<file path="config.mk">
export PLATFORM = sky130hd
export DESIGN_NAME = cbeq_top
export DESIGN_NICKNAME = d
export VERILOG_FILES = /design/src/verilog/cbeq_pkg.sv /design/src/verilog/cbeq_top.sv
export SDC_FILE = /design/constraint.sdc
export NUM_CORES = 2
export LEC_CHECK = 0
export ABC_AREA = 0
export BUFFER_PORTS_ARGS = -buffer_cell sky130_fd_sc_hd__buf_2
export CELL_PAD_IN_SITES_DETAIL_PLACEMENT = 1
export CELL_PAD_IN_SITES_GLOBAL_PLACEMENT = 1
export CORE_MARGIN = 2
export CORE_UTILIZATION = 48
export CTS_BUF_LIST = sky130_fd_sc_hd__clkbuf_4 sky130_fd_sc_hd__clkbuf_8 sky130_fd_sc_hd__clkbuf_16
export DETAILED_ROUTE_END_ITERATION = 12
export PLACE_DENSITY = 0.76
export SLEW_MARGIN = 20
export SYNTH_ARGS = -nofsm -noshare
export SYNTH_HDL_FRONTEND = slang
export SYNTH_SLANG_ARGS = --single-unit
</file>
<file path="constraint.sdc">
create_clock -name pclk -period 9.34 [get_ports pclk]
set_input_delay 1.401 -clock pclk [delete_from_list [all_inputs] [get_ports pclk]]
set_output_delay 1.401 -clock pclk [all_outputs]
set_load 0.02 [all_outputs]
</file>
<file path="src/verilog/cbeq_pkg.sv">
// Purpose: constants and carrier types for the channel B equalizer
// Assumes: register indexes times four give the APB byte address
// Notes:   all coefficient fields reset to zero
package cbeq_pkg;

    ////////////////////////////////////////////////////////////////////////
    // filter shape
    localparam int NTAPS       = 9;
    localparam int SAMP_W      = 12;
    localparam int COEF_W      = 12;
    localparam int CTR_COEF_W  = 18;
    localparam int CTR_TAP     = 4;
    localparam int PROD_W      = SAMP_W + CTR_COEF_W;
    localparam int ACC_W       = PROD_W + 4;
    localparam int FIFO_DEPTH  = 4;

    ////////////////////////////////////////////////////////////////////////
    // register widths and reset values
    localparam int          REG_W      = 16;
    localparam int          CTR_REG_W  = 24;
    localparam int          RAW_W      = 24;
    localparam logic [23:0] COEF_RST   = 24'h000000;
    localparam logic        CTRL_RST   = 1'b0;

    ////////////////////////////////////////////////////////////////////////
    // register indexes (byte address = 4 * index)
    localparam int          IDX_W      = 11;
    localparam logic [10:0] IDX_TAP1   = 11'h448;
    localparam logic [10:0] IDX_TAP2   = 11'h44a;
    localparam logic [10:0] IDX_TAP3   = 11'h44c;
    localparam logic [10:0] IDX_TAP4   = 11'h44e;
    localparam logic [10:0] IDX_CENTER = 11'h450;
    localparam logic [10:0] IDX_TAP6   = 11'h453;
    localparam logic [10:0] IDX_TAP7   = 11'h455;
    localparam logic [10:0] IDX_TAP8   = 11'h457;
    localparam logic [10:0] IDX_TAP9   = 11'h459;
    localparam logic [10:0] IDX_CTRL   = 11'h460;
    localparam logic [10:0] IDX_STATUS = 11'h461;

    ////////////////////////////////////////////////////////////////////////
    // control and status fields
    localparam int CTRL_DUAL_BIT  = 0;
    localparam int ST_LEVEL_LSB   = 0;
    localparam int ST_LEVEL_W     = 8;
    localparam int ST_DUAL_BIT    = 8;
    localparam int ST_OUTV_BIT    = 9;

    ////////////////////////////////////////////////////////////////////////
    // carriers
    typedef struct packed {
        logic              valid;
        logic [SAMP_W-1:0] data;
    } cbeq_samp_t;

    typedef struct packed {
        logic             valid;
        logic [ACC_W-1:0] data;
    } cbeq_res_t;

    typedef struct packed {
        logic [NTAPS-1:0][RAW_W-1:0]  coef;
        logic [NTAPS-1:0][SAMP_W-1:0] hist;
        logic                         dual;
        logic [ACC_W-1:0]             y;
        logic                         y_vld;
        logic [31:0]                  rdata;
        logic                         slverr;
    } cbeq_state_t;

endpackage

</file>
<file path="src/verilog/cbeq_top.sv">
// Purpose: channel B nine-tap equalizer with APB coefficient registers
// Assumes: samples arrive on pclk; APB slave answers with zero wait states
// Notes:   input FIFO of four samples sits ahead of the tap line
`timescale 1ns/100ps
`default_nettype none

////////////////////////////////////////////////////////////////////////////
// sample fifo
module cbeq_fifo #(
    parameter int W = 12,
    parameter int D = 4
) (
    input  wire logic           clk,
    input  wire logic           rst_n,
    input  wire logic           in_valid,
    input  wire logic [W-1:0]   in_data,
    output logic                in_ready,
    output logic                out_valid,
    output logic      [W-1:0]   out_data,
    input  wire logic           out_ready,
    output logic      [7:0]     level
);
    localparam int AW = (D > 1) ? $clog2(D) : 1;
    localparam int CW = $clog2(D + 1);
    localparam logic [AW-1:0] LAST = AW'(D - 1);
    localparam logic [CW-1:0] FULL = CW'(D);

    typedef struct packed {
        logic [D-1:0][W-1:0] mem;
        logic [AW-1:0]       wp;
        logic [AW-1:0]       rp;
        logic [CW-1:0]       cnt;
    } cbeq_fifo_st_t;

    cbeq_fifo_st_t st_r;
    cbeq_fifo_st_t st_nxt;
    logic          push;
    logic          pop;

    assign in_ready  = (st_r.cnt != FULL);
    assign out_valid = (st_r.cnt != '0);
    assign out_data  = st_r.mem[st_r.rp];
    assign level     = 8'(st_r.cnt);
    assign push      = in_valid && in_ready;
    assign pop       = out_valid && out_ready;

    always_comb begin
        st_nxt = st_r;
        if (push) begin
            st_nxt.mem[st_r.wp] = in_data;
            st_nxt.wp = (st_r.wp == LAST) ? '0 : st_r.wp + 1'b1;
        end
        if (pop) begin
            st_nxt.rp = (st_r.rp == LAST) ? '0 : st_r.rp + 1'b1;
        end
        if (push && !pop) begin
            st_nxt.cnt = st_r.cnt + 1'b1;
        end else if (pop && !push) begin
            st_nxt.cnt = st_r.cnt - 1'b1;
        end
    end

    always_ff @(posedge clk or negedge rst_n) begin
        if (!rst_n) begin
            st_r <= '0;
        end else begin
            st_r <= st_nxt;
        end
    end
endmodule

////////////////////////////////////////////////////////////////////////////
// equalizer top
module cbeq_top #(
    parameter int ADDR_W     = 16,
    parameter int FIFO_DEPTH = cbeq_pkg::FIFO_DEPTH
) (
    input  wire logic                 pclk,
    input  wire logic                 presetn,
    input  wire logic                 psel,
    input  wire logic                 penable,
    input  wire logic                 pwrite,
    input  wire logic [ADDR_W-1:0]    paddr,
    input  wire logic [31:0]          pwdata,
    output logic      [31:0]          prdata,
    output logic                      pready,
    output logic                      pslverr,
    input  wire cbeq_pkg::cbeq_samp_t smp_in,
    output logic                      smp_ready,
    output cbeq_pkg::cbeq_res_t       res_out,
    input  wire logic                 res_ready
);
    localparam logic [3:0] NO_TAP = 4'hf;

    cbeq_pkg::cbeq_state_t st_r;
    cbeq_pkg::cbeq_state_t st_nxt;

    logic                        f_vld;
    logic [cbeq_pkg::SAMP_W-1:0] f_data;
    logic                        f_rdy;
    logic [7:0]                  f_level;

    ////////////////////////////////////////////////////////////////////////
    // helpers
    function automatic logic [3:0] tap_of(input logic [ADDR_W-1:0] a);
        logic [cbeq_pkg::IDX_W-1:0] idx;
        logic                       ok;
        idx = a[cbeq_pkg::IDX_W+1:2];
        ok  = (a[1:0] == 2'h0) && ((a >> (cbeq_pkg::IDX_W + 2)) == '0);
        tap_of = NO_TAP;
        if (ok) begin
            case (idx)
                cbeq_pkg::IDX_TAP1:   tap_of = 4'h0;
                cbeq_pkg::IDX_TAP2:   tap_of = 4'h1;
                cbeq_pkg::IDX_TAP3:   tap_of = 4'h2;
                cbeq_pkg::IDX_TAP4:   tap_of = 4'h3;
                cbeq_pkg::IDX_CENTER: tap_of = 4'h4;
                cbeq_pkg::IDX_TAP6:   tap_of = 4'h5;
                cbeq_pkg::IDX_TAP7:   tap_of = 4'h6;
                cbeq_pkg::IDX_TAP8:   tap_of = 4'h7;
                cbeq_pkg::IDX_TAP9:   tap_of = 4'h8;
                default:              tap_of = NO_TAP;
            endcase
        end
    endfunction

    function automatic logic [cbeq_pkg::IDX_W-1:0] idx_of(
        input logic [ADDR_W-1:0] a
    );
        idx_of = a[cbeq_pkg::IDX_W+1:2];
    endfunction

    function automatic logic aligned(input logic [ADDR_W-1:0] a);
        aligned = (a[1:0] == 2'h0) && ((a >> (cbeq_pkg::IDX_W + 2)) == '0);
    endfunction

    // signed coefficient of one tap, widened to the center width
    function automatic logic signed [cbeq_pkg::CTR_COEF_W-1:0] coef_val(
        input int                              t,
        input logic [cbeq_pkg::RAW_W-1:0]      raw
    );
        if (t == cbeq_pkg::CTR_TAP) begin
            coef_val = $signed(raw[cbeq_pkg::CTR_COEF_W-1:0]);
        end else begin
            coef_val = cbeq_pkg::CTR_COEF_W'($signed(
                raw[cbeq_pkg::COEF_W-1:0]));
        end
    endfunction

    // newest sample meets the first tap
    function automatic logic [cbeq_pkg::ACC_W-1:0] dot(
        input logic [cbeq_pkg::NTAPS-1:0][cbeq_pkg::SAMP_W-1:0] h,
        input logic [cbeq_pkg::NTAPS-1:0][cbeq_pkg::RAW_W-1:0]  c
    );
        logic signed [cbeq_pkg::ACC_W-1:0]  acc;
        logic signed [cbeq_pkg::PROD_W-1:0] p;
        acc = '0;
        for (int i = 0; i < cbeq_pkg::NTAPS; i++) begin
            p   = $signed(h[i]) * coef_val(i, c[i]);
            acc = acc + cbeq_pkg::ACC_W'(p);
        end
        dot = acc;
    endfunction

    ////////////////////////////////////////////////////////////////////////
    // input buffer
    cbeq_fifo #(
        .W (cbeq_pkg::SAMP_W),
        .D (FIFO_DEPTH)
    ) u_fifo (
        .clk       (pclk),
        .rst_n     (presetn),
        .in_valid  (smp_in.valid),
        .in_data   (smp_in.data),
        .in_ready  (smp_ready),
        .out_valid (f_vld),
        .out_data  (f_data),
        .out_ready (f_rdy),
        .level     (f_level)
    );

    ////////////////////////////////////////////////////////////////////////
    // outputs
    assign pready        = 1'b1;
    assign prdata        = st_r.rdata;
    assign pslverr       = st_r.slverr && psel && penable;
    assign res_out.valid = st_r.y_vld;
    assign res_out.data  = st_r.y;
    assign f_rdy         = !st_r.y_vld || res_ready;

    ////////////////////////////////////////////////////////////////////////
    // next state
    always_comb begin
        logic [3:0]                                       t;
        logic [cbeq_pkg::NTAPS-1:0][cbeq_pkg::SAMP_W-1:0] h;
        logic [ADDR_W-1:0]                                a;
        st_nxt = st_r;
        a      = paddr;
        t      = tap_of(a);
        h      = st_r.hist;

        // setup phase: latch read data and error for the access phase
        if (psel && !penable) begin
            st_nxt.rdata  = 32'h0;
            st_nxt.slverr = 1'b0;
            if (t != NO_TAP) begin
                st_nxt.rdata = 32'(st_r.coef[t]);
            end else if (aligned(a) && idx_of(a) == cbeq_pkg::IDX_CTRL) begin
                st_nxt.rdata[cbeq_pkg::CTRL_DUAL_BIT] = st_r.dual;
            end else if (aligned(a) && idx_of(a) == cbeq_pkg::IDX_STATUS) begin
                st_nxt.rdata[cbeq_pkg::ST_LEVEL_LSB +: cbeq_pkg::ST_LEVEL_W] =
                    f_level;
                st_nxt.rdata[cbeq_pkg::ST_DUAL_BIT] = st_r.dual;
                st_nxt.rdata[cbeq_pkg::ST_OUTV_BIT] = st_r.y_vld;
            end else begin
                st_nxt.slverr = 1'b1;
            end
            if (pwrite && aligned(a) && idx_of(a) == cbeq_pkg::IDX_STATUS) begin
                st_nxt.slverr = 1'b1;
            end
        end

        // access phase: writes land here
        if (psel && penable && pwrite) begin
            if (t == 4'(cbeq_pkg::CTR_TAP)) begin
                st_nxt.coef[t] = pwdata[cbeq_pkg::CTR_REG_W-1:0];
            end else if (t != NO_TAP) begin
                st_nxt.coef[t] = {8'h00, pwdata[cbeq_pkg::REG_W-1:0]};
            end else if (aligned(a) && idx_of(a) == cbeq_pkg::IDX_CTRL) begin
                st_nxt.dual = pwdata[cbeq_pkg::CTRL_DUAL_BIT];
            end
        end

        // tap line and result register
        if (f_vld && f_rdy) begin
            for (int i = cbeq_pkg::NTAPS - 1; i > 0; i--) begin
                h[i] = st_r.hist[i-1];
            end
            h[0]         = f_data;
            st_nxt.hist  = h;
            st_nxt.y_vld = 1'b1;
            if (st_r.dual) begin
                st_nxt.y = dot(h, st_r.coef);
            end else begin
                st_nxt.y = cbeq_pkg::ACC_W'($signed(f_data));
            end
        end else if (res_ready) begin
            st_nxt.y_vld = 1'b0;
        end
    end

    ////////////////////////////////////////////////////////////////////////
    // state register
    always_ff @(posedge pclk or negedge presetn) begin
        if (!presetn) begin
            st_r        <= '0;
            st_r.coef   <= {cbeq_pkg::NTAPS{cbeq_pkg::COEF_RST}};
            st_r.dual   <= cbeq_pkg::CTRL_RST;
        end else begin
            st_r <= st_nxt;
        end
    end
endmodule

`default_nettype wire

</file>
==> flow_metrics.env <==
export IMPL_outcome="finished, violations left"
export IMPL_failed_checks="negative setup slack"
export IMPL_via_per_inst=5.42
export IMPL_grt_ovfl_total=0
export IMPL_dpl_cell_count=9993
export IMPL_crit_path_frequent_cell="fa_1"
export IMPL_coreArea_um2=156000
export IMPL_ios=137
export IMPL_muxShareOfSynthArea_pct=3.58
export IMPL_dr_max_layer_used="met5"
export IMPL_r2r_slack_ns=-0.18
export IMPL_first_pass_iters=5
export IMPL_worst_path_max_delay_cell="fa_1"
export IMPL_r2r_start="st_r[93]"
export IMPL_fin_ws_ns=-0.184
export IMPL_ys_ff_latch=428
export IMPL_min_delay_path_depth=2
export IMPL_cp_end_kind="register"
export IMPL_synth_cells=7585
export IMPL_synth_xor_area_share_pct=0.432
export IMPL_yosys_area_top_type="fa_1"
export IMPL_skew_ns=0.0767
export IMPL_synth_area_per_cell_um2=9.90
export IMPL_vias=55100
export IMPL_hpwl_um=224000
export IMPL_synthDistinctLibCells=74
export IMPL_setup_viol=14
export IMPL_final_cells=10200
export IMPL_synth_top_flop_cell="dfrtp_1"
export IMPL_synth_top_area_share_pct=47.9
export IMPL_wl_met1_um=101000
export IMPL_crit_start="st_r[93]"
export IMPL_grt_max_degree=138
export IMPL_tns_ns=-1.42
export IMPL_fin_crit_sh_pct=102
export IMPL_wl_um=269000
export IMPL_antenna_left=0
export IMPL_multi_input_area_um2=56100
export IMPL_clockBufferDepth=3
export IMPL_path_clk_slew_ns=0.06
export IMPL_fillers=17200
export IMPL_synth_edf_count=0
export IMPL_place_gp_congestion=0.968
export IMPL_synth_top_family_by_area="adder cells"
export IMPL_critPathKind="reg2reg"
export IMPL_hold_slack_ns=0.476
export IMPL_slew_violations=0
export IMPL_finalCriticalPeriod_ns=9.52
export IMPL_hold_end="res_out[10]"
export IMPL_grt_pass1_vias=64300
export IMPL_antenna_found_initial=22
export IMPL_synth_compound_area_share_pct=3.14
export IMPL_drt_iter0_markers=3976
export IMPL_worst_path_largest_cell_delay_ns=0.71
export IMPL_hold_class="reg2reg"
export IMPL_synth_fa_ha_area_share_pct=53.5
export IMPL_cp_max_fo=6
export IMPL_worst_slew_pin_slew_ns=1.19
export IMPL_reg2regPathDepth=30
export IMPL_tritoncts="built"
export IMPL_numCtsBuffers=56
export IMPL_met2_length_um=127000
export IMPL_grt_pass1_wl_um=408000
export IMPL_area_growth_pct=13.9
export IMPL_worstPathArrival_ns=10.15
export IMPL_maxSlewHeadroom_pct=20.6
export IMPL_finalHoldViolations=0
export IMPL_fin_util_pct=54.9
export IMPL_yosysWarnings=0
export IMPL_drive_above_1_share_pct=15.9
export IMPL_final_cell_mix="inv_1 (1986), fa_1 (1758), nand2_1 (1016)"
export IMPL_reg2reg_to="res_out[24]"
export IMPL_die_x_um=399
export IMPL_worst_path_buf_inv=10
export IMPL_wl_met3_um=20400
export IMPL_synthArstFlopShare_pct=100
export IMPL_holdCritStartpoint="res_out[10]"
export IMPL_final_common_cell="inv_1"
export IMPL_grt_setup_unrepaired="true"
export IMPL_die_h_um=399
export IMPL_h_tree_depth=2
export IMPL_fmax_mhz=105
export IMPL_maxCapViolCount=0
export IMPL_die_area_um2=160000
export IMPL_port_buffers=119
export IMPL_wire_per_inst_um=26.5
export IMPL_cts_sinks=428
export IMPL_grtUsageTotal_pct=35.0
export IMPL_initial_core_util_pct=48.2
export IMPL_ys_seq_area_share_pct=14.3
export IMPL_worstPathRequired_ns=9.97
export IMPL_cts_root_buf="clkbuf_16"
export IMPL_synth_area_um2=75100
export IMPL_nets=10200
export IMPL_std_cell_rows=145
export IMPL_synthSimpleGateAreaFrac_pct=12.5
export IMPL_worst_setup_path_start_kind="register"
export IMPL_clock_latency_ns=0.72
export IMPL_ff_latch_area_um2=10700
export IMPL_crit_family="adder cells"
export IMPL_drc=0
export IMPL_synth_area_top_cells="fa_1 (48%), dfrtp_1 (14%), inv_1 (10%)"
## routing by layer
| layer | vias up | global-route usage [%] |
|---|---|---|
| li1 | 22600 | - |
| met1 | 29600 | 44.0 |
| met2 | 2157 | 56.2 |
| met3 | 681 | 6.82 |
| met4 | 14 | 21.5 |
| met5 | - | 0 |
## logic make-up after synthesis
logic type | Yosys count
buffers and inverters | 2431
adders and majority gates | 2135
and+or+nand+nor | 1949
DFF | 428
AOI/OAI and AO/OA | 375
muxes | 228
xor gates and xnor gates | 37
other | 2
## cell type report
class	count	share of cell area (%)
clock buffers	72	1.86
inverters	2030	8.91
repair buffers	796	7.47
multi-input cells	4733	65.6
flip-flops and latches	428	12.5
well taps	2058	3.01
diodes	12	0.0351
clock inverters	33	0.566
## through the flow
stage	instance area, um^2	setup slack, ns
CTS	84700	-0.166
finish	85500	-0.184
floorplan	75100	0.0166
global placement	81600	-0.567
global route	85500	-0.407
detailed placement	81600	-0.746
## what timing repair did
action / CTS / global route
endpoints found under the setup margin: 23 / 24
buffers inserted: 29 / 31
hold buffers: 0 / 0
pin swaps: 96 / 173
resized for setup: 150 / 190
gates cloned: 1 / 0
hold endpoints to repair: 0 / 0
## tightest hold or removal path, delay by kind of cell, from the launching register on
family	cells	cell delay, ns
flops	1	0.33
compound gates	1	0.06
simple gates	1	0.05
## synthesized netlist by cell type (all sizes together), types with 37 or more instances
master,instances
nand2b,89
o21ai,145
nand2,1042
a21oi,79
buf,125
nor2,102
o22ai,41
dfrtp,428
inv,2028
ha,338
nor2b,37
fa,1797
and2,612
mux2,204
clkbuf,276
## worst max-delay path by stage
| stage | slack [ns] | cells after the start | endpoint |
|---|---|---|---|
| after floorplan | 0.02 | 31 | res_out[27] |
| after global placement | -0.57 | 31 | res_out[32] |
| after detailed placement | -0.75 | 32 | res_out[32] |
| after CTS | -0.17 | 31 | res_out[33] |
| after global routing | -0.41 | 33 | res_out[32] |
| final | -0.18 | 30 | res_out[24] |
Power is left out: the tool's default activity adds up to more than one toggle a clock period on the data nets, which glitch-free logic cannot reach.
